[src/pwm_timing_pkg.sv]
/*
 * Shared constants for the three-phase centre-based PWM timing unit:
 * field widths, register select codes, bit positions, reset values and states.
 * Assumes a single 25 MHz core clock and synchronous, active-low reset.
 */
package pwm_timing_pkg;

	localparam int PERIOD_W = 16;
	localparam int DEAD_W   = 10;
	localparam int DUTY_W   = 16;
	localparam int CTRL_W   = 16;
	localparam int MASK_W   = 9;
	localparam int SEL_W    = 3;
	localparam int PHASES   = 3;
	localparam int LEAD_W   = PERIOD_W + 2;

	localparam real CLK_PERIOD_NS = 40.0;

	// Register select codes on the write port.
	localparam logic [SEL_W-1:0] SEL_HALF_PERIOD = 3'h0;
	localparam logic [SEL_W-1:0] SEL_DEAD_TIME   = 3'h1;
	localparam logic [SEL_W-1:0] SEL_DUTY0       = 3'h2;
	localparam logic [SEL_W-1:0] SEL_DUTY1       = 3'h3;
	localparam logic [SEL_W-1:0] SEL_DUTY2       = 3'h4;
	localparam logic [SEL_W-1:0] SEL_CONTROL     = 3'h5;
	localparam logic [SEL_W-1:0] SEL_MASK        = 3'h6;

	// Field positions.
	localparam int CTRL_DOUBLE_BIT = 2;
	localparam int STATUS_HALF_BIT = 0;
	localparam int MASK_CROSS_BASE = 6;
	localparam int MASK_DIS_TOP    = 5;

	// Reset values.
	localparam logic [PERIOD_W-1:0] HALF_PERIOD_RESET = 16'h0000;
	localparam logic [DEAD_W-1:0]   DEAD_TIME_RESET   = 10'h000;
	localparam logic [DUTY_W-1:0]   DUTY_RESET        = 16'h0000;
	localparam logic [CTRL_W-1:0]   CONTROL_RESET     = 16'h0000;
	localparam logic [MASK_W-1:0]   MASK_RESET        = 9'h000;
	localparam logic [LEAD_W-1:0]   LEAD_ZERO         = 18'h00000;
	localparam logic [PERIOD_W-1:0] COUNT_ZERO        = 16'h0000;
	localparam logic [PERIOD_W-1:0] COUNT_ONE         = 16'h0001;
	localparam logic [LEAD_W-1:0]   LEAD_ONE          = 18'h00001;

	typedef enum logic [2:0] {
		ST_IDLE     = 3'b001,
		ST_PRESTART = 3'b010,
		ST_RUN      = 3'b100
	} timer_state_t;

endpackage

[src/phase_pair_edges.sv]
/*
 * Combinational edge placement for one complementary phase pair.
 * Assumes the caller supplies the latched half-period, duty and dead-time
 * values and the position within the current half period.
 */
`timescale 1ns/1ps
module phase_pair_edges
#(
	parameter int CW = pwm_timing_pkg::PERIOD_W,
	parameter int DW = pwm_timing_pkg::DEAD_W
)
(
	input  wire logic [CW-1:0] half_in,
	input  wire logic [CW-1:0] count_in,
	input  wire logic [CW-1:0] duty_in,
	input  wire logic [DW-1:0] dead_in,
	input  wire logic          second_half_in,
	output logic               high_out,
	output logic               low_out
);
	import pwm_timing_pkg::*;

	logic signed [CW+2:0] centre;
	logic signed [CW+2:0] pos;
	logic signed [CW+2:0] duty_s;
	logic signed [CW+2:0] dead_s;
	logic signed [CW+2:0] edge_high;
	logic signed [CW+2:0] edge_low;

	// Signed compares clamp naturally: an edge before zero or past the half
	// holds the output on or off for the whole half.
	always_comb
	begin
		centre = $signed({3'b000, 1'b0, half_in[CW-1:1]});
		pos    = $signed({3'b000, count_in});
		duty_s = $signed({3'b000, duty_in});
		dead_s = $signed({{(CW+3-DW){1'b0}}, dead_in});
		if (!second_half_in)
		begin
			edge_high = centre - duty_s + dead_s;
			edge_low  = centre - duty_s - dead_s;
			high_out  = (pos >= edge_high);
			low_out   = (pos < edge_low);
		end
		else
		begin
			edge_high = centre + duty_s - dead_s;
			edge_low  = centre + duty_s + dead_s;
			high_out  = (pos < edge_high);
			low_out   = (pos >= edge_low);
		end
	end

endmodule

[src/pwm_timing_unit.sv]
/*
 * Three-phase centre-based PWM timing unit with shared dead time,
 * single or double update mode, period sync pulse and half-cycle status.
 * Assumes software writes registers through the select/data write port,
 * synchronous to clk_in, and never programs a half period below two.
 */
// Behaviour
// - Ten-bit dead time inserts value times two clocks between complementary edges.
// - One dead-time setting serves all three phase pairs alike.
// - Dead time accepts zero through 0x3FF in two-clock steps.
// - Control bit 2 picks double update; reset leaves single update.
// - Single mode: one sync per period starts it and loads timing values.
// - Sync also loads output enables and crossover into the output stage.
// - Double mode adds a mid-period sync that reloads all values.
// - Status bit 0 is zero in first half, one in second.
// - Three 16-bit duty registers give high-side on time per half.
// - Outputs are active high; high commands the switch on.
// - Dead time shifts both edges equally away from the duty instant.
// - On times saturate between zero and the full period.
// - In double mode each half uses its own latched values; period is their sum.
// - No outputs or counting until period and all duties are written.
// - Period write starts the timer; first sync after 1.5 (single) or 1 (double) half periods.
// - Period register holds clock cycles in one half period.
// - An interrupt request accompanies every sync pulse.
`timescale 1ns/1ps
module pwm_timing_unit
#(
	parameter int PW = pwm_timing_pkg::PERIOD_W,
	parameter int DW = pwm_timing_pkg::DEAD_W
)
(
	input  wire logic                             clk_in,
	input  wire logic                             rst_n_in,
	input  wire logic                             wr_en_in,
	input  wire logic [pwm_timing_pkg::SEL_W-1:0] wr_sel_in,
	input  wire logic [PW-1:0]                    wr_data_in,
	output logic [PW-1:0]                         half_period_count_out,
	output logic [DW-1:0]                         dead_time_length_out,
	output logic [pwm_timing_pkg::DUTY_W-1:0]     phase0_duty_out,
	output logic [pwm_timing_pkg::DUTY_W-1:0]     phase1_duty_out,
	output logic [pwm_timing_pkg::DUTY_W-1:0]     phase2_duty_out,
	output logic [pwm_timing_pkg::CTRL_W-1:0]     generator_control_out,
	output logic [pwm_timing_pkg::MASK_W-1:0]     output_mask_out,
	output logic                                  half_cycle_out,
	output logic                                  period_sync_pulse_out,
	output logic                                  sync_irq_out,
	output logic [pwm_timing_pkg::PHASES-1:0]     high_side_out,
	output logic [pwm_timing_pkg::PHASES-1:0]     low_side_out
);
	import pwm_timing_pkg::*;

	// Software-visible shadow registers.
	logic [PW-1:0]     half_period_reg;
	logic [PW-1:0]     half_period_next;
	logic [DW-1:0]     dead_time_reg;
	logic [DW-1:0]     dead_time_next;
	logic [DUTY_W-1:0] duty_reg [PHASES];
	logic [DUTY_W-1:0] duty_next [PHASES];
	logic [CTRL_W-1:0] control_reg;
	logic [CTRL_W-1:0] control_next;
	logic [MASK_W-1:0] mask_reg;
	logic [MASK_W-1:0] mask_next;
	logic [3:0]        written_reg;
	logic [3:0]        written_next;

	// Timing state and working copies.
	timer_state_t      state_reg;
	timer_state_t      state_next;
	logic [LEAD_W-1:0] lead_reg;
	logic [LEAD_W-1:0] lead_next;
	logic [PW-1:0]     count_reg;
	logic [PW-1:0]     count_next;
	logic              second_reg;
	logic              second_next;
	logic              sync_reg;
	logic              sync_next;
	logic [PW-1:0]     work_half_reg;
	logic [PW-1:0]     work_half_next;
	logic [DW-1:0]     work_dead_reg;
	logic [DW-1:0]     work_dead_next;
	logic [DUTY_W-1:0] work_duty_reg [PHASES];
	logic [DUTY_W-1:0] work_duty_next [PHASES];
	logic [MASK_W-1:0] work_mask_reg;
	logic [MASK_W-1:0] work_mask_next;
	logic [PHASES-1:0] high_reg;
	logic [PHASES-1:0] high_next;
	logic [PHASES-1:0] low_reg;
	logic [PHASES-1:0] low_next;

	logic [PHASES-1:0] raw_high;
	logic [PHASES-1:0] raw_low;
	logic              double_mode;
	logic              all_written;
	logic              take_sync;
	logic [LEAD_W-1:0] wr_lead;

	function automatic logic sel_hit(input logic [SEL_W-1:0] code);
		sel_hit = wr_en_in && (wr_sel_in == code);
	endfunction

	assign double_mode = control_reg[CTRL_DOUBLE_BIT];
	assign all_written = &written_reg;

	// Lead from the period write to the first sync: 1.5 halves in single
	// mode, one half in double mode.
	always_comb
	begin
		if (double_mode)
			wr_lead = {2'b00, wr_data_in};
		else
			wr_lead = {2'b00, wr_data_in} + {3'b000, wr_data_in[PW-1:1]};
	end

	// Register file.
	always_comb
	begin
		half_period_next = half_period_reg;
		dead_time_next   = dead_time_reg;
		control_next     = control_reg;
		mask_next        = mask_reg;
		written_next     = written_reg;
		for (int i = 0; i < PHASES; i++)
			duty_next[i] = duty_reg[i];
		if (sel_hit(SEL_HALF_PERIOD))
		begin
			half_period_next = wr_data_in;
			written_next[0]  = 1'b1;
		end
		if (sel_hit(SEL_DEAD_TIME))
			dead_time_next = wr_data_in[DW-1:0];
		for (int i = 0; i < PHASES; i++)
		begin
			if (sel_hit(SEL_DUTY0 + SEL_W'(i)))
			begin
				duty_next[i]       = wr_data_in;
				written_next[i+1]  = 1'b1;
			end
		end
		if (sel_hit(SEL_CONTROL))
			control_next = wr_data_in;
		if (sel_hit(SEL_MASK))
			mask_next = wr_data_in[MASK_W-1:0];
	end

	always_ff @(posedge clk_in)
	begin
		if (!rst_n_in)
		begin
			half_period_reg <= HALF_PERIOD_RESET;
			dead_time_reg   <= DEAD_TIME_RESET;
			control_reg     <= CONTROL_RESET;
			mask_reg        <= MASK_RESET;
			written_reg     <= 4'h0;
			for (int i = 0; i < PHASES; i++)
				duty_reg[i] <= DUTY_RESET;
		end
		else
		begin
			half_period_reg <= half_period_next;
			dead_time_reg   <= dead_time_next;
			control_reg     <= control_next;
			mask_reg        <= mask_next;
			written_reg     <= written_next;
			for (int i = 0; i < PHASES; i++)
				duty_reg[i] <= duty_next[i];
		end
	end

	// The same dead time feeds every pair.
	genvar g;
	generate
		for (g = 0; g < PHASES; g++)
		begin : pair
			phase_pair_edges #(
				.CW(PW),
				.DW(DW)
			) edges (
				.half_in        (work_half_reg),
				.count_in       (count_reg),
				.duty_in        (work_duty_reg[g]),
				.dead_in        (work_dead_reg),
				.second_half_in (second_reg),
				.high_out       (raw_high[g]),
				.low_out        (raw_low[g])
			);
		end
	endgenerate

	// Timing sequencer.
	always_comb
	begin
		state_next     = state_reg;
		lead_next      = lead_reg;
		count_next     = count_reg;
		second_next    = second_reg;
		sync_next      = 1'b0;
		take_sync      = 1'b0;
		work_half_next = work_half_reg;
		work_dead_next = work_dead_reg;
		work_mask_next = work_mask_reg;
		for (int i = 0; i < PHASES; i++)
			work_duty_next[i] = work_duty_reg[i];
		case (state_reg)
			ST_IDLE:
			begin
				if (sel_hit(SEL_HALF_PERIOD))
				begin
					state_next = ST_PRESTART;
					lead_next  = wr_lead - LEAD_ONE;
				end
			end
			ST_PRESTART:
			begin
				if (lead_reg != LEAD_ZERO)
					lead_next = lead_reg - LEAD_ONE;
				else if (all_written)
				begin
					take_sync   = 1'b1;
					state_next  = ST_RUN;
					count_next  = COUNT_ZERO;
					second_next = 1'b0;
				end
			end
			ST_RUN:
			begin
				if (count_reg >= work_half_reg - COUNT_ONE)
				begin
					count_next = COUNT_ZERO;
					if (!second_reg)
					begin
						second_next = 1'b1;
						take_sync   = double_mode;
					end
					else
					begin
						second_next = 1'b0;
						take_sync   = 1'b1;
					end
				end
				else
					count_next = count_reg + COUNT_ONE;
			end
			default:
			begin
				state_next = ST_IDLE;
			end
		endcase
		// A sync loads the values that govern the half now starting.
		if (take_sync)
		begin
			sync_next      = 1'b1;
			work_half_next = half_period_reg;
			work_dead_next = dead_time_reg;
			work_mask_next = mask_reg;
			for (int i = 0; i < PHASES; i++)
				work_duty_next[i] = duty_reg[i];
		end
	end

	// Output stage: crossover first, then per-output disable; off is low.
	always_comb
	begin
		for (int i = 0; i < PHASES; i++)
		begin
			if (state_reg != ST_RUN)
			begin
				high_next[i] = 1'b0;
				low_next[i]  = 1'b0;
			end
			else if (work_mask_reg[MASK_CROSS_BASE + PHASES - 1 - i])
			begin
				high_next[i] = raw_low[i] && !work_mask_reg[MASK_DIS_TOP - 2*i];
				low_next[i]  = raw_high[i] && !work_mask_reg[MASK_DIS_TOP - 2*i - 1];
			end
			else
			begin
				high_next[i] = raw_high[i] && !work_mask_reg[MASK_DIS_TOP - 2*i];
				low_next[i]  = raw_low[i] && !work_mask_reg[MASK_DIS_TOP - 2*i - 1];
			end
		end
	end

	always_ff @(posedge clk_in)
	begin
		if (!rst_n_in)
		begin
			state_reg     <= ST_IDLE;
			lead_reg      <= LEAD_ZERO;
			count_reg     <= COUNT_ZERO;
			second_reg    <= 1'b0;
			sync_reg      <= 1'b0;
			work_half_reg <= HALF_PERIOD_RESET;
			work_dead_reg <= DEAD_TIME_RESET;
			work_mask_reg <= MASK_RESET;
			high_reg      <= '0;
			low_reg       <= '0;
			for (int i = 0; i < PHASES; i++)
				work_duty_reg[i] <= DUTY_RESET;
		end
		else
		begin
			state_reg     <= state_next;
			lead_reg      <= lead_next;
			count_reg     <= count_next;
			second_reg    <= second_next;
			sync_reg      <= sync_next;
			work_half_reg <= work_half_next;
			work_dead_reg <= work_dead_next;
			work_mask_reg <= work_mask_next;
			high_reg      <= high_next;
			low_reg       <= low_next;
			for (int i = 0; i < PHASES; i++)
				work_duty_reg[i] <= work_duty_next[i];
		end
	end

	assign half_period_count_out = half_period_reg;
	assign dead_time_length_out  = dead_time_reg;
	assign phase0_duty_out       = duty_reg[0];
	assign phase1_duty_out       = duty_reg[1];
	assign phase2_duty_out       = duty_reg[2];
	assign generator_control_out = control_reg;
	assign output_mask_out       = mask_reg;
	assign half_cycle_out        = second_reg;
	assign period_sync_pulse_out = sync_reg;
	assign sync_irq_out          = sync_reg;
	assign high_side_out         = high_reg;
	assign low_side_out          = low_reg;

endmodule

[config.mk]
export PLATFORM = sky130hd
export DESIGN_NAME = pwm_timing_unit
export DESIGN_NICKNAME = d
export VERILOG_FILES = /design/src/pwm_timing_pkg.sv /design/src/phase_pair_edges.sv /design/src/pwm_timing_unit.sv
export SDC_FILE = /design/constraint.sdc
export NUM_CORES = 1
export LEC_CHECK = 0
export BUFFER_PORTS_ARGS = -buffer_cell sky130_fd_sc_hd__buf_2
export CAP_MARGIN = 25
export CORE_ASPECT_RATIO = 0.7
export CORE_UTILIZATION = 45
export CTS_CLUSTER_SIZE = 28
export DETAILED_ROUTE_END_ITERATION = 6
export PLACE_DENSITY = 0.65
export SLEW_MARGIN = 20
export SYNTH_ARGS = -nofsm -noshare
export SYNTH_HDL_FRONTEND = slang
export SYNTH_SLANG_ARGS = --single-unit
[constraint.sdc]
create_clock -name clk_in -period 8.45 [get_ports clk_in]
set_clock_uncertainty 0.15 [all_clocks]
set_input_delay 2.1125 -clock clk_in [delete_from_list [all_inputs] [get_ports clk_in]]
set_output_delay 2.1125 -clock clk_in [all_outputs]
set_load 0.005 [all_outputs]
Yosys cells after proc, flatten, opt, wreduce, memory -nomap -nowiden
Memories as Yosys holds them, arrays and structs flattened.
Cells that the tools add are included.
W data, S select, Z words.
{"block": "op_classes", "n_addsub": 23, "order_cmp": 13, "eq_ne": 15, "n_mux": 47, "bitwise": 8, "n_reduce_logical": 35}
{"cell": "$mux W16", "count": 12}
{"cell": "$add A19 B11 Y19", "count": 6}
{"cell": "$ge A17 B19 Y1", "count": 6}
{"cell": "$lt A17 B19 Y1", "count": 6}
{"cell": "$sub A19 B11 Y19", "count": 6}
{"cell": "$add A15 B16 Y17", "count": 3}
{"cell": "$sub A15 B16 Y17", "count": 3}
{"cell": "$mux W48", "count": 1}
{"cell": "$mux W18", "count": 2}
{"cell": "$pmux W18 S2", "count": 1}
{"cell": "$sub A18 B1 Y18 const B", "count": 2}
{"cell": "$pmux W16 S2", "count": 1}
{"cell": "$mux W1", "count": 23}
{"cell": "$logic_and A1 B1 Y1", "count": 19}
{"cell": "$reduce_bool A18 Y1", "count": 1}
{"cell": "$add A16 B15 Y17", "count": 1}
{"cell": "$mux W17", "count": 1}
{"cell": "$add A16 B1 Y16 const B", "count": 1}
{"cell": "$ge A16 B16 Y1", "count": 1}
{"cell": "$sub A16 B1 Y16 const B", "count": 1}
{"cell": "$eq A3 B3 Y1 const B", "count": 4}
{"cell": "$reduce_and A4 Y1", "count": 3}
{"cell": "$ne A2 B2 Y1 const B", "count": 5}
{"cell": "$eq A3 B2 Y1 const B", "count": 3}
{"cell": "other kinds (12)", "count": 29}
{"block": "word_totals", "regBits": 135, "ramBits": 96, "inputBits": 22, "wordCells": 161, "n_memories": 2}
{"name": "duty_reg", "words": 3, "width": 16, "read_ports": 3, "rd_clocked_by_memory_dff": 0, "wr": 3, "line": "pwm_timing_unit.sv:57", "text": "logic [DUTY_W-1:0] duty_reg [PHASES];"}
{"name": "work_duty_reg", "words": 3, "width": 16, "read_ports": 3, "rd_clocked_by_memory_dff": 0, "wr": 3, "line": "pwm_timing_unit.sv:81", "text": "logic [DUTY_W-1:0] work_duty_reg [PHASES];"}

Logic depth before layout (Yosys ltp)
An unclocked memory read counts as a cell.
{"block": "logic_depth", "depth_word": 7, "depth_mapped": 30, "mapped_depth_nobuf": 28}

By module
A second synthesis with hierarchy kept.
{"block": "unflattened", "cells_unflattened": 3300, "area_unflattened_um2": 26037.5}
{"module": "phase_pair_edges (pair[1].edges ...)", "n_inst": 2, "cells_per_inst": 696, "area_per_inst_um2": 5232.5, "seq_area_each_um2": 0.0}
{"module": "pwm_timing_unit", "n_inst": 1, "cells_per_inst": 1241, "area_per_inst_um2": 10433.8, "seq_area_each_um2": 4624.4}
{"module": "phase_pair_edges (pair[0].edges)", "n_inst": 1, "cells_per_inst": 667, "area_per_inst_um2": 5138.7, "seq_area_each_um2": 0.0}

Worst setup path before layout
OpenSTA, ideal clock, no wires.
{"block": "synth_path", "kind": "register -> register", "from": "register work_half_reg[2]", "to": "register high_reg[2] (netlist: high_side_out[2])", "setup_ns": 0.103, "t_arrival_ns": 5.292, "t_required_ns": 8.197, "path_slack_ns": 2.904, "stages_incl_launch_ff": 25, "path_buffers": 0, "period_less_slack_ns": 5.546, "path_cell_list": "dfxtp_1 > inv_1 > fa_1 > o21bai_1 > nand2_1 > a21oi_1 > nor2_1 > xor2_1 > ha_1 > o41ai_1 > o21bai_1 > a21oi_1 > nor2_1 > nor3b_1 > xor2_1 > ha_1 > a21oi_1 > nor2_1 > a2111oi_0 > o21ai_0 > o211a_1 > o311ai_0 > or4_1 > nand3_2 > a2111oi_2"}
{"block": "synth_via", "elab_chain_len": 6}
{"element": "from (decl)", "line": "pwm_timing_unit.sv:77", "text": "logic [PW-1:0] work_half_reg;"}
{"element": "from (signal assigned)", "line": "pwm_timing_unit.sv:307", "text": "work_half_reg <= work_half_next;"}
{"element": "$sub A15 B16 Y17 / $add A15 B16 Y17 (equally long branches)"}
{"element": "$add A19 B11 Y19, or another cell as far along", "line": "phase_pair_edges.sv:40", "text": "edge_high = centre - duty_s + dead_s;"}
{"element": "$ge A17 B19 Y1, or another cell as far along", "line": "phase_pair_edges.sv:42", "text": "high_out = (pos >= edge_high);"}
{"element": "$mux W1", "line": "phase_pair_edges.sv:38", "text": "if (!second_half_in)"}
{"element": "$logic_and A1 B1 Y1, on equally long branches", "line": "pwm_timing_unit.sv:277, pwm_timing_unit.sv:272"}
{"element": "$mux W1 (*)", "line": "pwm_timing_unit.sv:270", "text": "else if (work_mask_reg[MASK_CROSS_BASE + PHASES - 1 - i])"}
{"element": "to (signal assigned)", "line": "pwm_timing_unit.sv:310", "text": "high_reg <= high_next;"}
{"element": "to (decl)", "line": "pwm_timing_unit.sv:85", "text": "logic [PHASES-1:0] high_reg;"}
Mark *: on every way between the ends. The rest lies on a longest branch, timed or not.
A chain may end at the register's enable or synchronous reset.

Final worst setup path
Same ends and word-level chain as after synthesis.

==> results.yml <==
outcome:
  status: "finished clean"
finish:
  fin_cells: 4055
  regArea_um2: 4620
  post-route-util: 0.496
  diodes: 0
  drive_gt1_frac: 0.0821
  fillCellCount: 5420
  syn_to_final_growth_pct: 8.61
  multi_input_area_um2: 19500
  final_net_count: 3772
floorplanning:
  core_area_um2: 55400
  start_util: 0.457
  die_width_um: 285
  fp.dieH_um: 200
  die-area_um2: 57200
  io_pins: 130
  core.rowCount: 72
synth:
  netlist_area_um2: 25300
  syn_nets: 3695
  synthFlopType: "dfxtp_1"
  syn_inst: 3220
  synth.area.top_cells: "ha_1, dfxtp_1, xnor2_1, a21oi_1, nor2_1"
  yosysWarnings: 0
  ys_ff_latch: 231
  yosys.cell_count.top_type: "ha_1"
  synth-edff-count: 0
  yosysTopAreaCell: "ha_1"
  synth_seq_area_share: 0.183
  avgSynthCellArea_um2: 7.86
  synthArstFlopShare: 0
  yosys.area.top_type_share: 0.215
  synth_cell_types: 103
  synth_common_cells: "ha_1, nor2_1, nand2_1"
hold_path:
  min_from: "work_mask_reg[3]"
  holdPathEnd: "high_side_out[1]"
  min_path_cells: 1
  min_path_type: "register to register"
clock_tree:
  cts_setup_buffers: 0
  clock_latency_ps: 550
  cts_sinks: 231
  clockBufferDepth: 3
  cts_made_buffers: 24
  tritoncts: "built"
  clkTransAtPathRegs_ps: 60
  cts_resized: 0
  ctsHoldBuffers: 0
  cts_max_level: 1
  cts_root_buffer: "clkbuf_16"
place:
  port_buffers: 129
  placed_cells: 4010
  gp_congestion: 0.952
  hpwl_mm: 65.4
  post-place-ws_ps: 1910
global_routing:
  grt_pass1_vias: 20900
  grt_pass1_wl_mm: 126
  track_usage: 0.281
  grt_max_degree: 118
  grt-ovfl-total: 0
  antenna_found_initial: 8
pwr:
  leakage_nw: 12.0
  internal_power_mw: 1.81
  comb_power_share: 0.089
  sw_frac_of_total: 0.260
  clkPwrFrac: 0.454
  powerDensity_nw_per_um2: 89.0
  switchingPower_uw: 637
  seqPwrFrac: 0.457
  ir_drop_uv: 119
detailed_routing:
  drt-initial-drc-count: 2354
  avgViaCountPerCell: 5.83
  wl_mm: 83.7
  drtAntennaViolNets: 0
  num_vias: 23700
  dr.pass1.iters: 6
  drc: 0
  wire_per_inst_um: 20.6
sta:
  rsz0062_at_grt: "false"
  finalWorstSetupSlack_ps: 1810
  finalHoldViolCount: 0
  fmax_mhz: 151
  fin_crit_ps: 6640
  slew_violations: 0
  worst_pin_slew_ps: 1120
  finalCritPeriodShare: 0.785
  fin_setup_tns_ps: 0
  finalSetupViolations: 0
  maxSlewHeadroom: 0.249
setup_path:
  worst-setup-path-type: "register to register"
  rr_worst_depth: 24
  r2r_setup_slack_ps: 1810
  reg2reg_to: "high_side_out[2]"
  critPathLaunchType: "register"
  cp-end-kind: "register"
  cp_data_arrival_time_ps: 6930
  crit_required_ps: 8740
  path_max_fanout: 14
  timing.rr.start: "work_half_reg[2]"
job:
  cap_violations: 0
critical path, cell delays in order, from the launching register on:
cell	delay, ps
dfxtp_1	740
inv_1	370
fa_1	550
o21bai_1	200
nand2_1	180
a21oi_1	180
nor2_1	70
xor2_1	150
ha_1	220
o41ai_1	560
o21bai_1	130
a21oi_1	230
nor2_1	160
nor3b_1	260
xor2_1	180
ha_1	260
a21oi_1	130
nor2_1	50
a2111oi_0	360
o21ai_0	210
o211a_1	180
o311ai_0	330
or4_1	180
nand3_2	120
a2111oi_2	380
power by group through the flow:
stage	clock network, mW	registers (mW)	logic (mW)
after floorplan	0	1.14	0.139
after global placement	0	1.14	0.207
after detailed placement	0	1.14	0.207
after CTS	1.12	1.12	0.209
after global routing	1.17	1.12	0.233
final	1.11	1.12	0.217
cell type report:
cell class	instances	share of cell area
Clock buffer	34	0.0265
Multi-Input combinational cell	2693	0.709
Timing Repair Buffer	169	0.0344
Sequential cell	231	0.168
Tap cell	740	0.0337
Inverter	178	0.0245
Clock inverter	10	0.00332
worst max-delay path by stage:
stage | start | end | slack [ps] | cells after the start
3_5_place_dp | work_half_reg[2] | low_side_out[2] | 1910 | 24
2_1_floorplan | work_half_reg[2] | high_side_out[2] | 2900 | 24
3_3_place_gp | work_half_reg[2] | low_side_out[2] | 2090 | 24
6_report | work_half_reg[2] | high_side_out[2] | 1810 | 24
5_1_grt | work_half_reg[2] | high_side_out[2] | 1090 | 24
4_1_cts | work_half_reg[2] | high_side_out[2] | 1860 | 24
metrics by stage:
step	total power, mW	hold slack, ps	area (µm²)
CTS	2.45	280	27500
global placement	1.35	286	26700
global route	2.52	314	27500
floorplan	1.28	255	25300
detailed placement	1.35	292	26700
finish	2.45	291	27500
per-layer routing:
metal	track usage	vias up	wire length [µm]	share of wire
met1	0.418	11000	39600	0.47
met5	0	-	10	0.00012
met2	0.392	905	33000	0.39
met3	0.0772	136	8990	0.11
met4	0.0724	2	2150	0.026
li1	-	11600	-	-
cells in the final DEF, fill, tap and decap left out, drive strengths merged, types with 30 or more instances in the layout:
master and count:
o21a 34, nand3 53, a21o 55, nor2 357, o21ai 124, ha 434
mux2i 91, dfxtp 231, nor3 74, xor2 79, a211oi 35, a21oi 270
nand4 30, nand2b 49, xnor2 192, inv 178, nand2 328, o21bai 36
nor2b 52, clkbuf 34, buf 169
kinds of logic (layout without fill, tap and decap cells):
family	count (synthesis)	in the layout	synth area share
compound gates	787	787	0.207
simple gates	1089	1089	0.201
flops	231	231	0.183
buf+inv	296	391	0.0476
fa+ha+maj	453	453	0.230
mux	93	93	0.0369
xor+xnor	271	271	0.0951
Power figures use the tool's default switching activity.
